### config.mk
export PLATFORM = sky130hd
export DESIGN_NAME = dram_ctl
export DESIGN_NICKNAME = d
export VERILOG_FILES = /design/src/hdl/dram_ctl_pkg.sv /design/src/hdl/sync2.sv /design/src/hdl/dram_ctl.sv
export SDC_FILE = /design/constraint.sdc
export NUM_CORES = 1
export LEC_CHECK = 0
export ABC_CLOCK_PERIOD_IN_PS = 6300
export BUFFER_PORTS_ARGS = -buffer_cell sky130_fd_sc_hd__clkbuf_2
export CELL_PAD_IN_SITES_DETAIL_PLACEMENT = 1
export CELL_PAD_IN_SITES_GLOBAL_PLACEMENT = 1
export CORE_ASPECT_RATIO = 1.2
export CORE_MARGIN = 2
export CORE_UTILIZATION = 30
export CTS_CLUSTER_DIAMETER = 50
export DETAILED_ROUTE_END_ITERATION = 8
export PLACE_DENSITY = 0.59
export SKIP_CTS_REPAIR_TIMING = 1
export SLEW_MARGIN = 5
export SYNTH_ARGS = -nofsm -noshare
export SYNTH_HDL_FRONTEND = slang
export SYNTH_SLANG_ARGS = --single-unit
### constraint.sdc
create_clock -name clk_i -period 6.3 [get_ports clk_i]
set_input_delay 1.26 -clock clk_i [delete_from_list [all_inputs] [get_ports clk_i]]
set_output_delay 1.26 -clock clk_i [all_outputs]
set_load 0.01 [all_outputs]
### src/hdl/dram_ctl_pkg.sv
package dram_ctl_pkg;
  // ---------------------------------------------------------------
  // geometry
  // ---------------------------------------------------------------
  localparam int ADDR_W      = 10;
  localparam int ROW_W       = 9;
  localparam int ROWS        = 512;
  localparam int INIT_CYCLES = 8;

  // ---------------------------------------------------------------
  // timing, ns at 100 MHz, power-up and refresh in us
  // ---------------------------------------------------------------
  localparam int CLK_NS       = 10;
  localparam int T_ROW_LOW_NS = 70;   // row strobe pulse width
  localparam int T_ROW_PRE_NS = 60;   // row strobe precharge
  localparam int T_ROW_COL_NS = 20;   // row to column strobe delay
  localparam int T_COL_LOW_NS = 25;   // column strobe pulse width
  localparam int T_RD_HOLD_NS = 0;    // read_hold_after_row_rise / column
  localparam int T_CBR_SU_NS  = 10;   // column_before_row_setup, kept positive
  localparam int T_CBR_HLD_NS = 15;
  localparam int T_WR_HOLD_NS = 15;
  localparam int T_PWRUP_US   = 200;
  localparam int T_REFRESH_US = 8200; // refresh_interval 8.2 ms

  function automatic int cyc_min(input int ns);
    return (ns + CLK_NS - 1) / CLK_NS < 1 ? 1 : (ns + CLK_NS - 1) / CLK_NS;
  endfunction : cyc_min

  localparam int C_ROW_LOW = cyc_min(T_ROW_LOW_NS);
  localparam int C_ROW_PRE = cyc_min(T_ROW_PRE_NS);
  localparam int C_ROW_COL = cyc_min(T_ROW_COL_NS);
  localparam int C_COL_LOW = cyc_min(T_COL_LOW_NS);
  localparam int C_RD_HOLD = cyc_min(T_RD_HOLD_NS);
  localparam int C_CBR_SU  = cyc_min(T_CBR_SU_NS);
  localparam int C_CBR_HLD = cyc_min(T_CBR_HLD_NS);
  localparam int C_WR_HOLD = cyc_min(T_WR_HOLD_NS);
  localparam int C_PWRUP   = T_PWRUP_US * 1000 / CLK_NS;
  // refresh one row per interval/rows, rounded down so the array is met early
  localparam int C_REF_ROW = T_REFRESH_US * 1000 / CLK_NS / ROWS;

  localparam int CNT_W = 16;

  typedef enum logic [2:0] {
    OP_READ,
    OP_WRITE,
    OP_RMW,
    OP_NIB_READ
  } op_e;

  typedef struct packed {
    op_e                op;
    logic [19:0]        addr;
    logic               wdata;
  } req_s;

  typedef struct packed {
    logic               row_n;
    logic               col_n;
    logic               we_n;
    logic [ADDR_W-1:0]  addr;
    logic               din;
  } pins_s;
endpackage : dram_ctl_pkg

### src/hdl/sync2.sv
`timescale 1ns/1ps
module sync2 (
  input  wire logic clk_i,
  input  wire logic srst_i,
  input  wire logic d_i,
  output logic      q_o
);
  logic meta_r;
  always_ff @(posedge clk_i) begin
    if (srst_i) begin
      meta_r <= 1'b0;
      q_o    <= 1'b0;
    end else begin
      meta_r <= d_i;
      q_o    <= meta_r;
    end
  end
endmodule : sync2

### src/hdl/dram_ctl.sv
`timescale 1ns/1ps
// How it works
// - row address on pins at row strobe fall, column address at column fall
// - reads keep row and column strobes low, write strobe high throughout
// - write strobe stays high past read hold after strobes rise
// - row-only refresh: row low, column high, row address presented
// - column low before row fall triggers internal counter refresh
// - every one of 512 rows refreshed within 8.2 ms
// - power-up pause 200 us, then eight refresh cycles
// - nibble accesses never count as refreshing a row
// - nibble mode steps column by column strobe falling, row held low
module dram_ctl
  import dram_ctl_pkg::*;
#(
  parameter int PWRUP_CYC  = C_PWRUP,
  parameter int REFROW_CYC = C_REF_ROW,
  parameter bit USE_CBR    = 1'b0
) (
  input  wire logic                clk_i,
  input  wire logic                srst_i,
  input  wire dram_ctl_pkg::req_s  req_i,
  input  wire logic                req_valid_i,
  output logic                     req_ready_o,
  output logic                     rdata_o,
  output logic                     rdata_valid_o,
  output logic                     init_done_o,
  output dram_ctl_pkg::pins_s      pins_o,
  input  wire logic                dout_i
);
  import dram_ctl_pkg::*;

  // ---------------------------------------------------------------
  // state
  // ---------------------------------------------------------------
  typedef enum logic [3:0] {
    S_PWRUP, S_IDLE, S_RAS, S_CAS, S_WE, S_NIB_PRE, S_END, S_PRE,
    S_REF_SU, S_REF_LOW
  } st_e;

  typedef struct packed {
    st_e               st;
    logic [CNT_W-1:0]  cnt;
    logic [CNT_W-1:0]  ref_tmr;
    logic [ROW_W-1:0]  ref_row;
    logic [3:0]        ref_owed;
    logic [3:0]        init_left;
    logic              init_done;
    logic              ref_cbr;
    req_s              req;
    logic [1:0]        nib;
    logic              ready;
    logic              rdata;
    logic              rvalid;
    pins_s             pins;
  } ctl_s;

  ctl_s s_r, s_nxt;
  logic dout_s;

  sync2 u_sync (
    .clk_i  (clk_i),
    .srst_i (srst_i),
    .d_i    (dout_i),
    .q_o    (dout_s)
  );

  // read sample lands late enough for the two-flop delay on the pin
  localparam int C_SAMPLE = C_COL_LOW + 2;

  always_comb begin
    s_nxt        = s_r;
    s_nxt.rvalid = 1'b0;
    s_nxt.ready  = 1'b0;
    s_nxt.cnt    = s_r.cnt + CNT_W'(1);
    // row timer runs once init is done; owed count saturates
    if (s_r.init_done) begin
      if (s_r.ref_tmr >= CNT_W'(REFROW_CYC - 1)) begin
        s_nxt.ref_tmr = '0;
        if (s_r.ref_owed != 4'hF) s_nxt.ref_owed = s_r.ref_owed + 4'h1;
      end else begin
        s_nxt.ref_tmr = s_r.ref_tmr + CNT_W'(1);
      end
    end
    case (s_r.st)
      S_PWRUP: begin
        s_nxt.pins.row_n = 1'b1;
        s_nxt.pins.col_n = 1'b1;
        if (s_r.cnt >= CNT_W'(PWRUP_CYC - 1)) begin
          s_nxt.cnt     = '0;
          s_nxt.ref_cbr = USE_CBR;
          s_nxt.st      = USE_CBR ? S_REF_SU : S_REF_LOW;
        end
      end
      S_IDLE: begin
        s_nxt.cnt = '0;
        s_nxt.pins.row_n = 1'b1;
        s_nxt.pins.col_n = 1'b1;
        s_nxt.pins.we_n  = 1'b1;
        // init refreshes also leave from idle, so requests wait until they are done
        if (!s_r.init_done || s_r.ref_owed != 4'h0) begin
          s_nxt.ref_cbr = USE_CBR;
          s_nxt.st      = USE_CBR ? S_REF_SU : S_REF_LOW;
          s_nxt.pins.addr = ADDR_W'(s_r.ref_row);
        end else if (req_valid_i) begin
          s_nxt.req   = req_i;
          s_nxt.ready = 1'b1;
          s_nxt.pins.addr = req_i.addr[19:10];
          s_nxt.st    = S_RAS;
        end
      end
      S_RAS: begin
        s_nxt.pins.row_n = 1'b0;
        // early write: write strobe low before column fall
        s_nxt.pins.we_n  = (s_r.req.op == OP_WRITE) ? 1'b0 : 1'b1;
        s_nxt.pins.din   = s_r.req.wdata;
        if (s_r.cnt >= CNT_W'(C_ROW_COL)) begin
          s_nxt.pins.addr = s_r.req.addr[9:0];
          s_nxt.cnt = '0;
          s_nxt.nib = '0;
          s_nxt.st  = S_CAS;
        end
      end
      S_CAS: begin
        s_nxt.pins.col_n = 1'b0;
        if (s_r.cnt == CNT_W'(C_SAMPLE) && s_r.req.op != OP_WRITE) begin
          s_nxt.rdata  = dout_s;
          s_nxt.rvalid = 1'b1;
        end
        if (s_r.cnt >= CNT_W'(C_SAMPLE)) begin
          s_nxt.cnt = '0;
          if (s_r.req.op == OP_RMW) begin
            s_nxt.st = S_WE;
          end else if (s_r.req.op == OP_NIB_READ && s_r.nib != 2'h3) begin
            s_nxt.st = S_NIB_PRE;
          end else begin
            s_nxt.st = S_END;
          end
        end
      end
      S_WE: begin
        // write strobe falls well after column, row and address delays
        s_nxt.pins.we_n = 1'b0;
        if (s_r.cnt >= CNT_W'(C_WR_HOLD)) begin
          s_nxt.cnt = '0;
          s_nxt.st  = S_END;
        end
      end
      S_NIB_PRE: begin
        s_nxt.pins.col_n = 1'b1;
        if (s_r.cnt >= CNT_W'(C_CBR_SU - 1)) begin
          s_nxt.cnt = '0;
          s_nxt.nib = s_r.nib + 2'h1;
          s_nxt.st  = S_CAS;
        end
      end
      S_END: begin
        // both strobes rise together; write strobe held for read hold
        s_nxt.pins.row_n = 1'b1;
        s_nxt.pins.col_n = 1'b1;
        if (s_r.cnt >= CNT_W'(C_RD_HOLD)) begin
          s_nxt.pins.we_n = 1'b1;
          s_nxt.cnt = '0;
          s_nxt.st  = S_PRE;
        end
      end
      S_PRE: begin
        s_nxt.pins.we_n = 1'b1;
        if (s_r.cnt >= CNT_W'(C_ROW_PRE - 1)) begin
          s_nxt.cnt = '0;
          s_nxt.st  = S_IDLE;
        end
      end
      S_REF_SU: begin
        s_nxt.pins.col_n = 1'b0;
        if (s_r.cnt >= CNT_W'(C_CBR_SU - 1)) begin
          s_nxt.cnt = '0;
          s_nxt.st  = S_REF_LOW;
        end
      end
      S_REF_LOW: begin
        s_nxt.pins.row_n = 1'b0;
        if (!s_r.ref_cbr) s_nxt.pins.col_n = 1'b1;
        if (s_r.ref_cbr && s_r.cnt >= CNT_W'(C_CBR_HLD)) s_nxt.pins.col_n = 1'b1;
        // row strobe falls one edge after entry, so the full count keeps the pulse wide
        if (s_r.cnt >= CNT_W'(C_ROW_LOW)) begin
          s_nxt.cnt = '0;
          s_nxt.pins.row_n = 1'b1;
          s_nxt.pins.col_n = 1'b1;
          s_nxt.st = S_PRE;
          s_nxt.ref_row = s_r.ref_row + ROW_W'(1);
          if (!s_r.init_done) begin
            s_nxt.init_left = s_r.init_left - 4'h1;
            if (s_r.init_left == 4'h1) s_nxt.init_done = 1'b1;
          end else if (s_r.ref_owed != 4'h0) begin
            s_nxt.ref_owed = s_nxt.ref_owed - 4'h1;
          end
        end
      end
      default: s_nxt.st = S_IDLE;
    endcase
  end

  always_ff @(posedge clk_i) begin
    if (srst_i) begin
      s_r            <= '0;
      s_r.st         <= S_PWRUP;
      s_r.init_left  <= 4'(INIT_CYCLES);
      s_r.pins.row_n <= 1'b1;
      s_r.pins.col_n <= 1'b1;
      s_r.pins.we_n  <= 1'b1;
    end else begin
      s_r <= s_nxt;
    end
  end

  assign req_ready_o   = s_r.ready;
  assign rdata_o       = s_r.rdata;
  assign rdata_valid_o = s_r.rvalid;
  assign init_done_o   = s_r.init_done;
  assign pins_o        = s_r.pins;
endmodule : dram_ctl

Word-level counts from Yosys, hierarchy flattened
Index checks and enable logic that the tools add are counted.
W data, S select, Z words.

storage, ports and cells
  flip-flop bits (word level) = 90
  bits of input ports = 28
  output and inout bits = 18
  logic and storage cells = 143

operators by class
  add/subtract/negate cells = 7
  $lt $le $gt $ge = 7
  eq/ne operators = 29
  multiplexer cells = 45
  bitwise logic cells = 4
  reductions and logical operators = 29

operators by type and width
  kind                     count
  $mux W20                 9
  $pmux W16 S10            1
  $pmux W4 S10             1
  $add A16 B1 Y16 const B  2
  $ge A16 B1 Y1 const B    2
  $ge A16 B3 Y1 const B    2
  $mux W4                  8
  $mux W10                 3
  $ne A2 B2 Y1 const B     11
  $pmux W10 S2             1
  $mux W9                  2
  $eq A16 B3 Y1 const B    1
  $eq A4 B3 Y1 const B     4
  $ge A16 B11 Y1 const B   1
  $ge A16 B15 Y1 const B   1
  $ge A16 B2 Y1 const B    1
  $mux W16                 1
  $reduce_and A3 Y1        5
  $reduce_and A10 Y1       1
  $add A9 B1 Y9 const B    1
  $mux W1                  9
  $eq A4 B1 Y1 const B     2
  $eq A4 B2 Y1 const B     2
  $eq A4 B4 Y1 const B     2
  26 further kinds         48

Depth between registers and ports, before layout
Gate-level depths: netlist (run 1).

  word-level depth = 9
  depth in mapped cells = 10
  mapped depth without buffers = 8

Modules after synthesis
From an unflattened synthesis (run 1), not the netlist that was laid out.

unflattened totals
  cells, all modules = 507
  area, all modules = 4390.5 µm²

by module, submodules not included
  module    instances  cells each  area each (µm²)  seq. area each (µm²)
  dram_ctl  1          503         4337.9           1741.7
  sync2     1          4           52.6             40.0

Least setup slack after synthesis (run 1)
Ideal clock, no wire load.

  path type = input to register
  start = input port srst_i
  end = register s_r[97] in the netlist's numbering
  setup time = 0.135 ns
  arrival time = 1.901 ns
  slack = 4.265 ns
  cell stages on the path = 3
  path buffers = 2
  cell sequence = clkbuf_1 clkbuf_1 nor4_1

RTL lines
  item                    line             RTL
  start: declaration      dram_ctl.sv:20   input wire logic srst_i,
  end signal: assignment  dram_ctl.sv:212  s_r <= s_nxt;
  end: declaration        dram_ctl.sv:57   ctl_s s_r, s_nxt;

No word-level cell between the ends.

Worst setup path in the final report (run 1)
  start = register s_r[95] in the netlist's numbering
  end = register s_r (netlist bit pins_o[6])

on the way
  word-level cells in the longest chain between the ends = 3
  elaborated cells between the ends (all ways) = 7
  those cells by class = eq/ne: 4; mux: 1; reduce/logical: 2

RTL lines
  item                                                  line            RTL
  $eq A4 B1 Y1 or $eq A4 B2 Y1 (tied branches)          dram_ctl.sv:84  case (s_r.st)
  $ne A3 B3 Y1 (no line), or another cell as far along  --
  $reduce_and A3 Y1 (no line)                           --

Parallel ways exist; a longest one is shown, timed or not.
A chain may end at the register's enable or synchronous reset.

==> results of run 1 <==
## through the flow
step | hold slack, ps | worst slack (ps) | utilization [%]
detailed placement | 433.2 | 3428 | 32.63
CTS | 448.8 | 3609 | 34.97
global placement | 417.3 | 3503 | 32.63
finish | 444.4 | 3647 | 34.97
floorplan | 413.8 | 4265 | -
global route | 461.7 | 3386 | 34.97
## path summary, 6_finish.rpt
kind	start	end	slack (ps)	depth (start not counted)
max	s_r[95]	pins_o[6]	3650	7
min	u_sync.meta_r	u_sync.q_o	440	1
max reg2reg	s_r[95]	pins_o[6]	3650	7
min reg2reg	u_sync.meta_r	u_sync.q_o	440	1
## flip-flops by register name, indices dropped and copies added (netlist names)
register       cells
s_r               69
pins_o            14
init_done_o        1
rdata_o            1
rdata_valid_o      1
req_ready_o        1
u_sync.meta_r      1
u_sync.q_o         1
## layer usage
layer | share of wire (%) | up-vias
met2 | 49 | 82
met1 | 44 | 1785
met4 | 1.7 | 0
met5 | 0 | -
li1 | - | 1853
met3 | 4.4 | 15
## final cells by class
class                   count  area, um2  area share, %
well taps                 204      255.2          4.899
inverters                  14      52.55          1.009
clock inverters             7      123.9          2.378
flip-flops and latches     89       1782          34.20
repair buffers             49      255.2          4.899
multi-input cells         384       2516          48.29
clock buffers               9      225.2          4.323
## power groups by stage
| stage | logic, mW | registers, mW | clock network (mW) |
|---|---|---|---|
| after floorplan | 0.125 | 0.597 | 0 |
| after global placement | 0.142 | 0.616 | 0 |
| after detailed placement | 0.145 | 0.617 | 0 |
| after CTS | 0.147 | 0.605 | 0.649 |
| after global routing | 0.166 | 0.608 | 0.671 |
| final | 0.146 | 0.605 | 0.628 |
## cell families (layout without fill, tap and decap cells)
family	count (synthesis)	in the layout	share of synthesized area [%]
AOI/OAI and AO/OA	73	73	11.54
xor gates and xnor gates	35	35	6.733
adders and majority gates	13	13	3.572
buffers and inverters	53	79	6.046
DFF	89	89	39.13
muxes	42	42	9.261
and+or+nand+nor	221	221	23.72
## worst reg2reg max path, delay by kind of cell, from the launching register on
| kind | cells | cell delay (ps) |
|---|---|---|
| AOI/OAI and AO/OA | 1 | 180 |
| buffers and inverters | 1 | 290 |
| and+or+nand+nor | 4 | 1010 |
| DFF | 1 | 790 |
| muxes | 1 | 280 |
## cell usage after synthesis (7+ instances only)
cell type                  count
sky130_fd_sc_hd__a211oi_1      7
sky130_fd_sc_hd__a21oi_1      17
sky130_fd_sc_hd__and3_1        8
sky130_fd_sc_hd__buf_2         7
sky130_fd_sc_hd__buf_4        16
sky130_fd_sc_hd__clkbuf_1     15
sky130_fd_sc_hd__dfxtp_1      89
sky130_fd_sc_hd__ha_1         13
sky130_fd_sc_hd__inv_1        14
sky130_fd_sc_hd__mux2i_1      41
sky130_fd_sc_hd__nand2_1      38
sky130_fd_sc_hd__nand2b_1      7
sky130_fd_sc_hd__nand3_1      14
sky130_fd_sc_hd__nand4_1      13
sky130_fd_sc_hd__nor2_1       97
sky130_fd_sc_hd__nor3_1       13
sky130_fd_sc_hd__o21ai_0      16
sky130_fd_sc_hd__xnor2_1      15
sky130_fd_sc_hd__xor2_1       20
==> metrics.txt, run 1 <==
# TYPE chip_impl_metric gauge
chip_impl_info{name="outcome",value="finished, final reports clean"} 1
chip_impl_info{name="worst_setup_path_start_kind",value="register"} 1
chip_impl_metric{name="synth_enable_flop_cells",unit=""} 0
chip_impl_metric{name="static-leakage-power",unit="nW"} 2.026
chip_impl_metric{name="worst_slew_margin_rel",unit="%"} 45.54
chip_impl_metric{name="report.final.setup_viol",unit=""} 0
chip_impl_metric{name="area.growth.synth_to_final",unit="%"} 14.43
chip_impl_info{name="crit_family",value="simple AND/OR/NAND/NOR gates"} 1
chip_impl_info{name="netlist_top_cells_area",value="sky130_fd_sc_hd__dfxtp_1 (39%), sky130_fd_sc_hd__mux2i_1 (9.0%), sky130_fd_sc_hd__nor2_1 (8.0%)"} 1
chip_impl_metric{name="fin_setup_tns",unit="ps"} 0
chip_impl_metric{name="worst_skew_pair.late_latency",unit="ps"} 340
chip_impl_info{name="hold_crit_class",value="register to register"} 1
chip_impl_metric{name="total_inserted_antenna_cells",unit=""} 0
chip_impl_metric{name="hpwlAfterDp",unit="um"} 8107
chip_impl_metric{name="die-area",unit="um2"} 16180
chip_impl_metric{name="power.share.combinational",unit="%"} 10.6
chip_impl_info{name="mostFrequentLayoutCells",value="sky130_fd_sc_hd__nor2_1 (97), sky130_fd_sc_hd__dfxtp_1 (89), sky130_fd_sc_hd__clkbuf_2 (45), sky130_fd_sc_hd__mux2i_1 (41), sky130_fd_sc_hd__nand2_1 (38)"} 1
chip_impl_metric{name="ys_seq_elements",unit=""} 89
chip_impl_metric{name="numCtsBuffers",unit=""} 9
chip_impl_metric{name="place_congestion",unit=""} 0.7959
chip_impl_metric{name="clkPwrFrac",unit="%"} 45.5
chip_impl_metric{name="synth.distinct_cells",unit=""} 56
chip_impl_metric{name="fin_nets",unit=""} 588
chip_impl_metric{name="final_max_slew_viol_count",unit=""} 0
chip_impl_metric{name="drive_above_1_share",unit="%"} 14.67
chip_impl_metric{name="n_fill_cell",unit=""} 1757
chip_impl_metric{name="power_switching",unit="mW"} 0.3586
chip_impl_metric{name="row_count",unit=""} 49
chip_impl_metric{name="worst_ep_required_time",unit="ps"} 6510
chip_impl_metric{name="post_synth_instance_area",unit="um2"} 4553
chip_impl_metric{name="antenna_found_initial",unit=""} 0
chip_impl_metric{name="timing.critical_path.buf_inv",unit=""} 1
chip_impl_metric{name="clock_sinks",unit=""} 89
chip_impl_metric{name="cap_violations",unit=""} 0
chip_impl_metric{name="vdd_ir_drop_max",unit="V"} 0.0001456
chip_impl_metric{name="time_the_final_worst_path_needs_with_i_o_delays_and_setup",unit="ps"} 2653
chip_impl_metric{name="htree_num_levels",unit=""} 3
chip_impl_metric{name="viasPerCell",unit=""} 4.940
chip_impl_metric{name="ant_nets_after_route",unit=""} 0
chip_impl_metric{name="internal-power",unit="mW"} 1.020
chip_impl_metric{name="met3_usage",unit="%"} 3.191
chip_impl_metric{name="drt-pass1-iter-count",unit=""} 4
chip_impl_info{name="layout_commonest_cell",value="sky130_fd_sc_hd__nor2_1"} 1
chip_impl_metric{name="detailedRoute.firstIterationViolations",unit=""} 144
chip_impl_metric{name="chipWidth",unit="um"} 116.5
chip_impl_info{name="slowest_stage",value="sky130_fd_sc_hd__dfxtp_1"} 1
chip_impl_info{name="cp_cell_sequence",value="nand2b_1, nor3_2, buf_4, o41ai_2, nand2_1, mux2i_1, nor2_1"} 1
chip_impl_info{name="grt_most_used_layer",value="met2"} 1
chip_impl_metric{name="total_power",unit="mW"} 1.379
chip_impl_info{name="synth_flop_cell",value="sky130_fd_sc_hd__dfxtp_1"} 1
chip_impl_metric{name="ctsLongestPathBuffers",unit=""} 2
chip_impl_metric{name="wire_per_inst",unit="um"} 15.15
chip_impl_metric{name="critical_path.max_stage_delay",unit="ps"} 790
chip_impl_metric{name="power_per_cell_area",unit="nW/um2"} 264.7
chip_impl_metric{name="finalHoldViolations",unit=""} 0
chip_impl_metric{name="cp.arrival",unit="ps"} 2870
chip_impl_metric{name="floorplan.initialDensity",unit="%"} 30.56
chip_impl_info{name="timing.setup.critical_path_class",value="register to register"} 1
chip_impl_metric{name="number_of_global_route_vias_before_repair",unit=""} 3878
chip_impl_metric{name="core_area",unit="um2"} 14900
chip_impl_info{name="critical_path_sink_type",value="register"} 1
chip_impl_metric{name="synthesis.instances",unit=""} 526
chip_impl_metric{name="synth_fp_nets",unit=""} 567
chip_impl_metric{name="routed_wirelength",unit="um"} 11460
chip_impl_metric{name="synth_area_per_cell",unit="um2"} 8.656
chip_impl_metric{name="ioPinCount",unit=""} 46
chip_impl_metric{name="power.sequential.fraction",unit="%"} 43.9
chip_impl_info{name="grt_setup_unrepaired",value="false"} 1
chip_impl_metric{name="ys_seq_area_share",unit="%"} 39.13
chip_impl_metric{name="postLayoutCellArea",unit="um2"} 5210
chip_impl_metric{name="final_standard_cell_count_with_taps_included_and_fillers_excluded",unit=""} 756
chip_impl_metric{name="grt_pass1_wl",unit="um"} 18780
chip_impl_info{name="cts_tree",value="built"} 1
chip_impl_metric{name="groute.layer.met1.usage",unit="%"} 17.92
chip_impl_metric{name="ys.warnings.count",unit=""} 0
chip_impl_metric{name="synth-async-reset-ratio",unit="%"} 0
chip_impl_metric{name="fmaxAchievable",unit="MHz"} 377.0
chip_impl_metric{name="placedCellCount",unit=""} 740
chip_impl_metric{name="grt_max_degree",unit=""} 57
chip_impl_metric{name="via_count",unit=""} 3735
chip_impl_metric{name="overflow",unit=""} 0
chip_impl_metric{name="clk_transition_reported_paths",unit="ps"} 70
chip_impl_metric{name="sw_frac_of_total",unit="%"} 26.01
chip_impl_metric{name="portBuffers",unit=""} 45
chip_impl_metric{name="post-route-drc-count",unit=""} 0
chip_impl_metric{name="fp.dieH",unit="um"} 139.0
chip_impl_metric{name="grt_usage",unit="%"} 14.55
chip_impl_info{name="yosysTopAreaCell",value="sky130_fd_sc_hd__dfxtp_1"} 1
chip_impl_metric{name="met2_track_demand_over_resource",unit="%"} 24.63
chip_impl_metric{name="final_critical_path_share_of_the_clock_period",unit="%"} 42.10
chip_impl_metric{name="timing.critical_path.fanout_max",unit=""} 23
chip_impl_info{name="root_buffer",value="sky130_fd_sc_hd__clkbuf_16"} 1
chip_impl_metric{name="synth_top_area_share",unit="%"} 39.13
chip_impl_metric{name="tightestPinTransition",unit="ps"} 815.9
chip_impl_metric{name="finalClockSkew",unit="ps"} 12.83
chip_impl_metric{name="area_after_dpl",unit="um2"} 4861
Power figures use the tool's default switching activity.
==> run 2, diff against run 1 <==
--- a/config.mk
+++ b/config.mk
@@ -5,7 +5,8 @@
 export SDC_FILE = /design/constraint.sdc
 export NUM_CORES = 1
 export LEC_CHECK = 0
-export ABC_CLOCK_PERIOD_IN_PS = 6300
+export ABC_AREA = 1
+export ABC_CLOCK_PERIOD_IN_PS = 2500
 export BUFFER_PORTS_ARGS = -buffer_cell sky130_fd_sc_hd__clkbuf_2
 export CELL_PAD_IN_SITES_DETAIL_PLACEMENT = 1
 export CELL_PAD_IN_SITES_GLOBAL_PLACEMENT = 1
@@ -14,7 +15,7 @@
 export CORE_UTILIZATION = 30
 export CTS_CLUSTER_DIAMETER = 50
 export DETAILED_ROUTE_END_ITERATION = 8
-export PLACE_DENSITY = 0.59
+export PLACE_DENSITY = 0.61
 export SKIP_CTS_REPAIR_TIMING = 1
 export SLEW_MARGIN = 5
 export SYNTH_ARGS = -nofsm -noshare
==> constraint.sdc (replaced) <==
create_clock -name clk_i -period 2.5 [get_ports clk_i]
set_input_delay 0.5 -clock clk_i [delete_from_list [all_inputs] [get_ports clk_i]]
set_output_delay 0.5 -clock clk_i [all_outputs]
set_load 0.01 [all_outputs]
==> metrics.txt, run 2 <==
# TYPE chip_impl_metric gauge
chip_impl_metric{name="cp.arrival",unit="ps"} 2220
chip_impl_metric{name="drive_above_1_share",unit="%"} 15.79
chip_impl_metric{name="vdd_ir_drop_max",unit="V"} 0.0003059
chip_impl_metric{name="chipWidth",unit="um"} 116.7
chip_impl_metric{name="floorplan.initialDensity",unit="%"} 30.57
chip_impl_metric{name="final_critical_path_share_of_the_clock_period",unit="%"} 78.47
chip_impl_metric{name="post-route-drc-count",unit=""} 0
chip_impl_metric{name="power_switching",unit="mW"} 1.125
chip_impl_metric{name="synth-async-reset-ratio",unit="%"} 0
chip_impl_metric{name="total_inserted_antenna_cells",unit=""} 0
chip_impl_metric{name="ctsLongestPathBuffers",unit=""} 2
chip_impl_metric{name="cap_violations",unit=""} 0
chip_impl_metric{name="fin_setup_tns",unit="ps"} 0
chip_impl_metric{name="row_count",unit=""} 49
chip_impl_metric{name="portBuffers",unit=""} 45
chip_impl_info{name="synth_top_family_by_area",value="simple AND/OR/NAND/NOR gates"} 1
chip_impl_info{name="max_flop_register",value="s_r"} 1
chip_impl_metric{name="detailedRoute.firstIterationViolations",unit=""} 134
chip_impl_info{name="synthMostInstantiatedCell",value="sky130_fd_sc_hd__nand2_1"} 1
chip_impl_metric{name="grt_pass1_wl",unit="um"} 20330
chip_impl_info{name="synth_top_cells_by_count",value="sky130_fd_sc_hd__nand2_1 (115), sky130_fd_sc_hd__nor2_1 (97), sky130_fd_sc_hd__dfxtp_1 (89)"} 1
chip_impl_metric{name="critical_path.max_stage_delay",unit="ps"} 410
chip_impl_metric{name="seq_area",unit="um2"} 1782
chip_impl_metric{name="drt-pass1-iter-count",unit=""} 4
chip_impl_info{name="timing.setup.critical_path_class",value="register to register"} 1
chip_impl_metric{name="finalHoldWorstSlack",unit="ps"} 329.1
chip_impl_metric{name="worst_ep_required_time",unit="ps"} 2760
chip_impl_metric{name="ys.warnings.count",unit=""} 0
chip_impl_metric{name="grt_usage",unit="%"} 15.57
chip_impl_info{name="root_buffer",value="sky130_fd_sc_hd__clkbuf_16"} 1
chip_impl_metric{name="synth_fp_nets",unit=""} 691
chip_impl_metric{name="core_area",unit="um2"} 14960
chip_impl_metric{name="finalClockSkew",unit="ps"} 10.05
chip_impl_metric{name="place_congestion",unit=""} 0.8412
chip_impl_metric{name="clk_transition_reported_paths",unit="ps"} 70
chip_impl_metric{name="clock_sinks",unit=""} 89
chip_impl_metric{name="die-area",unit="um2"} 16250
chip_impl_metric{name="fmaxAchievable",unit="MHz"} 509.8
chip_impl_info{name="worst_setup_path_start_kind",value="register"} 1
chip_impl_info{name="hold_crit_class",value="input pin to register"} 1
chip_impl_metric{name="synth-compound-area-share",unit="%"} 13.00
chip_impl_metric{name="report.final.setup_viol",unit=""} 0
chip_impl_metric{name="antenna_found_initial",unit=""} 0
chip_impl_metric{name="number_of_global_route_vias_before_repair",unit=""} 4337
chip_impl_info{name="outcome",value="finished, final reports clean"} 1
chip_impl_metric{name="static-leakage-power",unit="nW"} 2.298
chip_impl_metric{name="tightestPinTransition",unit="ps"} 424.5
chip_impl_metric{name="finalHoldViolations",unit=""} 0
chip_impl_metric{name="time_the_final_worst_path_needs_with_i_o_delays_and_setup",unit="ps"} 1962
chip_impl_metric{name="area.growth.synth_to_final",unit="%"} 15.24
chip_impl_metric{name="grt_max_degree",unit=""} 41
chip_impl_metric{name="ys_seq_elements",unit=""} 89
chip_impl_metric{name="ant_nets_after_route",unit=""} 0
chip_impl_info{name="synth_flop_cell",value="sky130_fd_sc_hd__dfxtp_1"} 1
chip_impl_info{name="grt_setup_unrepaired",value="false"} 1
chip_impl_metric{name="ys_seq_area_share",unit="%"} 38.96
chip_impl_metric{name="sw_frac_of_total",unit="%"} 29.03
chip_impl_info{name="slowest_stage",value="sky130_fd_sc_hd__dfxtp_1"} 1
chip_impl_info{name="mostFrequentLayoutCells",value="sky130_fd_sc_hd__nand2_1 (115), sky130_fd_sc_hd__nor2_1 (97), sky130_fd_sc_hd__dfxtp_1 (89), sky130_fd_sc_hd__inv_1 (67), sky130_fd_sc_hd__clkbuf_2 (45)"} 1
chip_impl_metric{name="fin_nets",unit=""} 720
chip_impl_metric{name="worst_slew_margin_rel",unit="%"} 71.63
chip_impl_metric{name="internal-power",unit="mW"} 2.750
chip_impl_metric{name="final_max_slew_viol_count",unit=""} 0
chip_impl_info{name="netlist_top_cells_area",value="sky130_fd_sc_hd__dfxtp_1 (39%), sky130_fd_sc_hd__nand2_1 (9.4%), sky130_fd_sc_hd__nor2_1 (8.0%)"} 1
chip_impl_metric{name="synth.distinct_cells",unit=""} 39
chip_impl_metric{name="post_synth_instance_area",unit="um2"} 4573
chip_impl_metric{name="numCtsBuffers",unit=""} 9
chip_impl_metric{name="routed_wirelength",unit="um"} 11670
chip_impl_metric{name="largest_register_ff_count",unit=""} 69
chip_impl_metric{name="muxShareOfSynthArea",unit="%"} 0
chip_impl_metric{name="n_fill_cell",unit=""} 1924
chip_impl_metric{name="synthesis.instances",unit=""} 650
chip_impl_info{name="layout_commonest_cell",value="sky130_fd_sc_hd__nand2_1"} 1
chip_impl_metric{name="htree_num_levels",unit=""} 3
chip_impl_metric{name="viasPerCell",unit=""} 4.619
chip_impl_metric{name="power.share.combinational",unit="%"} 17.4
chip_impl_info{name="critical_path_sink_type",value="register"} 1
chip_impl_metric{name="power_per_cell_area",unit="nW/um2"} 735.3
chip_impl_metric{name="synth-xor-area-share",unit="%"} 2.681
chip_impl_metric{name="wire_per_inst",unit="um"} 13.14
chip_impl_metric{name="overflow",unit=""} 0
chip_impl_metric{name="clkPwrFrac",unit="%"} 41.5
chip_impl_metric{name="synthSimpleGateAreaFrac",unit="%"} 30.97
chip_impl_metric{name="hpwlAfterDp",unit="um"} 8803
chip_impl_metric{name="fp.dieH",unit="um"} 139.3
chip_impl_info{name="cts_tree",value="built"} 1
chip_impl_metric{name="synthAdderAreaFrac",unit="%"} 3.557
chip_impl_metric{name="synth_top_area_share",unit="%"} 38.96
chip_impl_metric{name="via_count",unit=""} 4102
chip_impl_metric{name="ioPinCount",unit=""} 46
chip_impl_metric{name="worst_skew_pair.late_latency",unit="ps"} 360
chip_impl_metric{name="power.sequential.fraction",unit="%"} 41.0
chip_impl_info{name="cp_cell_sequence",value="inv_1, ha_1, nor2_1, nand2_1, nor2_1, nand2_1, a21oi_1, nand3_1, nor2_1, nand3_1, nand2_1, inv_1"} 1
chip_impl_metric{name="multiInputGateArea",unit="um2"} 2296
chip_impl_metric{name="timing.critical_path.fanout_max",unit=""} 5
chip_impl_metric{name="synth_enable_flop_cells",unit=""} 0
chip_impl_info{name="yosysTopAreaCell",value="sky130_fd_sc_hd__dfxtp_1"} 1
chip_impl_metric{name="synth_area_per_cell",unit="um2"} 7.036
-- run 2: cells by family (layout without fill, tap and decap cells) --
family                   count (synthesis)  count (layout)
XOR/XNOR                                14              14
adder cells (fa/ha/maj)                 13              13
flip-flops                              89              89
AO/OA/AOI/OAI                          110             110
AND/OR/NAND/NOR                        312             312
buffers and inverters                  112             146
-- run 2: path summary, 6_finish.rpt --
check / from / end / slack [ps] / depth (start not counted)
setup reg to reg: s_r[78] / s_r[94] / 540 / 12
hold reg to reg: u_sync.meta_r / u_sync.q_o / 410 / 2
hold / removal: dout_i / u_sync.meta_r / 330 / 3
setup / recovery: s_r[78] / s_r[94] / 540 / 12
-- run 2: layout make-up --
class,count,area share (%)
clock buffer,10,4.535
clock inverter,6,2.184
inverter,78,5.556
multi-input combinational,449,43.57
sequential,89,33.81
tap,204,4.843
timing repair buffer,52,5.508
-- run 2: critical path: cells and delay by family (launching register included) --
kind	cells	cell delay, ps
DFF	1	410
and+or+nand+nor	8	890
AOI/OAI and AO/OA	1	230
buffers and inverters	2	130
adders and majority gates	1	200
-- run 2: routing by layer --
| metal | wire [um] | up-vias | global-route usage, % |
|---|---|---|---|
| met5 | 0 | - | 0 |
| met4 | 206 | 0 | 5.449 |
| met3 | 450 | 15 | 4.094 |
| met2 | 5504 | 52 | 25.07 |
| met1 | 5505 | 1902 | 19.99 |
| li1 | - | 2133 | - |
-- run 2: power groups by stage --
| stage | registers, mW | clock network, mW | logic [mW] |
|---|---|---|---|
| 4_1_cts | 1.59 | 1.66 | 0.689 |
| 2_1_floorplan | 1.60 | 0 | 0.550 |
| 3_3_place_gp | 1.62 | 0 | 0.669 |
| 3_5_place_dp | 1.62 | 0 | 0.686 |
| 6_report | 1.59 | 1.61 | 0.676 |
| 5_1_grt | 1.60 | 1.73 | 0.771 |
-- run 2: through the flow --
stage                     worst slack (ps)  power [mW]  std cells  utilization, %  cell area, um2
after detailed placement             540.4       2.308        872           32.86            4916
after global routing                 302.8       4.103        888           35.23            5270
after floorplan                      849.4       2.145        650               -            4573
after global placement               554.5       2.290        872           32.86            4916
final                                538.3       3.875        888           35.23            5270
after CTS                            529.1       3.940        888           35.23            5270
==> run 3, diff against run 2 <==
--- a/config.mk
+++ b/config.mk
@@ -6,7 +6,7 @@
 export NUM_CORES = 1
 export LEC_CHECK = 0
 export ABC_AREA = 1
-export ABC_CLOCK_PERIOD_IN_PS = 2500
+export ABC_CLOCK_PERIOD_IN_PS = 1700
 export BUFFER_PORTS_ARGS = -buffer_cell sky130_fd_sc_hd__clkbuf_2
 export CELL_PAD_IN_SITES_DETAIL_PLACEMENT = 1
 export CELL_PAD_IN_SITES_GLOBAL_PLACEMENT = 1
@@ -15,7 +15,7 @@
 export CORE_UTILIZATION = 30
 export CTS_CLUSTER_DIAMETER = 50
 export DETAILED_ROUTE_END_ITERATION = 8
-export PLACE_DENSITY = 0.61
+export PLACE_DENSITY = 0.64
 export SKIP_CTS_REPAIR_TIMING = 1
 export SLEW_MARGIN = 5
 export SYNTH_ARGS = -nofsm -noshare
==> constraint.sdc (replaced) <==
create_clock -name clk_i -period 1.7 [get_ports clk_i]
set_input_delay 0.34 -clock clk_i [delete_from_list [all_inputs] [get_ports clk_i]]
set_output_delay 0.34 -clock clk_i [all_outputs]
set_load 0.01 [all_outputs]
==> metrics.txt, run 3 (synthesized netlist as in run 2, its figures left out) <==
# TYPE chip_impl_metric gauge
chip_impl_info{name="outcome",value="complete, but fails checks"} 1
chip_impl_info{name="failed_checks",value="setup timing"} 1
chip_impl_info{name="hold_path_startpoint",value="dout_i"} 1
chip_impl_info{name="worst_setup_path_start_kind",value="register"} 1
chip_impl_metric{name="r2r.worst_path.cells",unit=""} 12
chip_impl_metric{name="drive_above_1_share",unit="%"} 33.16
chip_impl_metric{name="timing.critical_path.fanout_max",unit=""} 5
chip_impl_metric{name="area_after_dpl",unit="um2"} 5291
chip_impl_info{name="mostFrequentLayoutCells",value="sky130_fd_sc_hd__nand2_1 (95), sky130_fd_sc_hd__nor2_1 (81), sky130_fd_sc_hd__dfxtp_1 (81), sky130_fd_sc_hd__inv_1 (61), sky130_fd_sc_hd__buf_4 (55)"} 1
chip_impl_metric{name="clk_transition_reported_paths",unit="ps"} 60
chip_impl_metric{name="die-area",unit="um2"} 16250
chip_impl_info{name="timing.rr.end",value="s_r[78]"} 1
chip_impl_metric{name="wire_per_inst",unit="um"} 14.38
chip_impl_metric{name="numCtsBuffers",unit=""} 9
chip_impl_metric{name="finalHoldWorstSlack",unit="ps"} 182.6
chip_impl_metric{name="area.growth.synth_to_final",unit="%"} 35.13
chip_impl_metric{name="post-route-drc-count",unit=""} 0
chip_impl_metric{name="ioPinCount",unit=""} 46
chip_impl_metric{name="tightestPinTransition",unit="ps"} 449.0
chip_impl_metric{name="portBuffers",unit=""} 45
chip_impl_metric{name="finalClockSkew",unit="ps"} 8.699
chip_impl_metric{name="via_count",unit=""} 4467
chip_impl_metric{name="fin_setup_tns",unit="ps"} -753.2
chip_impl_metric{name="overflow",unit=""} 0
chip_impl_info{name="hold_end",value="u_sync.meta_r"} 1
chip_impl_info{name="worstReg2RegStart",value="s_r[78]"} 1
chip_impl_metric{name="viasPerCell",unit=""} 4.692
chip_impl_metric{name="floorplan.initialDensity",unit="%"} 30.57
chip_impl_metric{name="antenna_found_initial",unit=""} 0
chip_impl_metric{name="power_per_cell_area",unit="nW/um2"} 980.2
chip_impl_metric{name="worst-r2r-setup-slack",unit="ps"} -80
chip_impl_metric{name="worst_ep_required_time",unit="ps"} 1950
chip_impl_metric{name="grt_max_degree",unit=""} 25
chip_impl_metric{name="ant_nets_after_route",unit=""} 0
chip_impl_info{name="critical_path_sink_type",value="register"} 1
chip_impl_metric{name="report.final.setup_viol",unit=""} 11
chip_impl_metric{name="seq_area",unit="um2"} 1799
chip_impl_metric{name="static-leakage-power",unit="nW"} 2.729
chip_impl_metric{name="fmaxAchievable",unit="MHz"} 561.7
chip_impl_metric{name="n_fill_cell",unit=""} 1899
chip_impl_info{name="cts_tree",value="built"} 1
chip_impl_metric{name="grt_pass1_wl",unit="um"} 21290
chip_impl_metric{name="grt_usage",unit="%"} 16.32
chip_impl_metric{name="cap_violations",unit=""} 0
chip_impl_info{name="worst_setup_path_startpoint",value="s_r[78]"} 1
chip_impl_metric{name="clock_sinks",unit=""} 89
chip_impl_info{name="hold_crit_class",value="input pin to register"} 1
chip_impl_metric{name="final_max_slew_viol_count",unit=""} 0
chip_impl_metric{name="hold_depth",unit=""} 3
chip_impl_metric{name="total_power",unit="mW"} 6.057
chip_impl_info{name="timing.setup.critical_path_class",value="register to register"} 1
chip_impl_metric{name="routed_wirelength",unit="um"} 13690
chip_impl_metric{name="chipWidth",unit="um"} 116.7
chip_impl_metric{name="finalHoldViolations",unit=""} 0
chip_impl_metric{name="postLayoutCellArea",unit="um2"} 6180
chip_impl_info{name="max_flop_register",value="s_r"} 1
chip_impl_metric{name="core_area",unit="um2"} 14960
chip_impl_info{name="grt_setup_unrepaired",value="true"} 1
chip_impl_info{name="layout_commonest_cell",value="sky130_fd_sc_hd__nand2_1"} 1
chip_impl_metric{name="worst_slack",unit="ps"} -80.41
chip_impl_metric{name="fin_nets",unit=""} 784
chip_impl_metric{name="vdd_ir_drop_max",unit="V"} 0.0005433
chip_impl_metric{name="fp.dieH",unit="um"} 139.3
chip_impl_metric{name="total_inserted_antenna_cells",unit=""} 0
chip_impl_metric{name="place_congestion",unit=""} 0.8092
chip_impl_metric{name="time_the_final_worst_path_needs_with_i_o_delays_and_setup",unit="ps"} 1780
chip_impl_metric{name="row_count",unit=""} 49
chip_impl_metric{name="multiInputGateArea",unit="um2"} 2658
chip_impl_metric{name="largest_register_ff_count",unit=""} 69
chip_impl_info{name="root_buffer",value="sky130_fd_sc_hd__clkbuf_16"} 1
chip_impl_metric{name="final_critical_path_share_of_the_clock_period",unit="%"} 104.7
chip_impl_metric{name="number_of_global_route_vias_before_repair",unit=""} 4556
chip_impl_metric{name="cp.arrival",unit="ps"} 2030
chip_impl_metric{name="detailedPlace.worstSlack",unit="ps"} -120.0
chip_impl_metric{name="worst_skew_pair.late_latency",unit="ps"} 350
chip_impl_metric{name="hpwlAfterDp",unit="um"} 9588
chip_impl_metric{name="detailedRoute.firstIterationViolations",unit=""} 69
chip_impl_metric{name="htree_num_levels",unit=""} 3
chip_impl_metric{name="worst_slew_margin_rel",unit="%"} 69.88
chip_impl_metric{name="ctsLongestPathBuffers",unit=""} 2
chip_impl_metric{name="drt-pass1-iter-count",unit=""} 4
run 3: cell types whose count changed in the layout (fill, tap and decap cells not counted), sizes merged:
cell | previous run | this run
nand2 | 118 | 119
buf | 7 | 66
inv | 77 | 79
clkinv | 3 | 4
bufinv | 3 | 1
clkbuf | 55 | 57
clkinvlp | 1 | 2
run 3: final cells by class:
class                      instances  share of cell area [%]
timing repair inverter             1                  0.1012
clock buffer                       9                   3.644
timing repair buffer             114                   13.83
sequential                        89                   29.12
clock inverter                     7                   1.276
multi-input combinational        450                   43.00
tap                              204                   4.130
inverter                          78                   4.900
run 3: per-stage QoR:
stage	instances	utilization [%]
after floorplan	650	-
after CTS	933	37.40
final	952	41.31
after global placement	917	35.37
after global routing	952	41.31
after detailed placement	917	35.37
run 3: critical path, stage by stage (launching register included):
cell and delay, ps:
sky130_fd_sc_hd__dfxtp_4 370, sky130_fd_sc_hd__buf_6 110, sky130_fd_sc_hd__ha_4 130, sky130_fd_sc_hd__nand2_2 40, sky130_fd_sc_hd__nor2_1 90, sky130_fd_sc_hd__nand3_1 110, sky130_fd_sc_hd__nand3_2 110, sky130_fd_sc_hd__nor2_2 40
sky130_fd_sc_hd__nor2_2 130, sky130_fd_sc_hd__o21ai_2 100, sky130_fd_sc_hd__o21ai_4 230, sky130_fd_sc_hd__clkbuf_16 190, sky130_fd_sc_hd__nor2_1 40
run 3: worst max path at each step:
stage | depth (start not counted) | endpoint
CTS | 13 | s_r[91]
finish | 12 | s_r[78]
floorplan | 13 | s_r[89]
global placement | 9 | s_r[96]
global route | 12 | s_r[83]
detailed placement | 12 | s_r[52]
run 3: per-layer routing:
layer,routed length [um],GRT usage [%],vias to the layer above
met5,0,0,-
met4,232,6.130,0
met3,260,2.483,13
met2,7336,28.66,46
met1,5862,19.77,2139
li1,-,-,2269
run 3: report_power, final:
group | internal, mW | switching [mW] | total [mW] | leakage, nW
Sequential | 2.23 | 0.141 | 2.37 | 0.724
Clock | 1.15 | 0.901 | 2.06 | 0.144
Combinational | 0.723 | 0.904 | 1.63 | 1.86
Total | 4.11 | 1.95 | 6.06 | 2.73
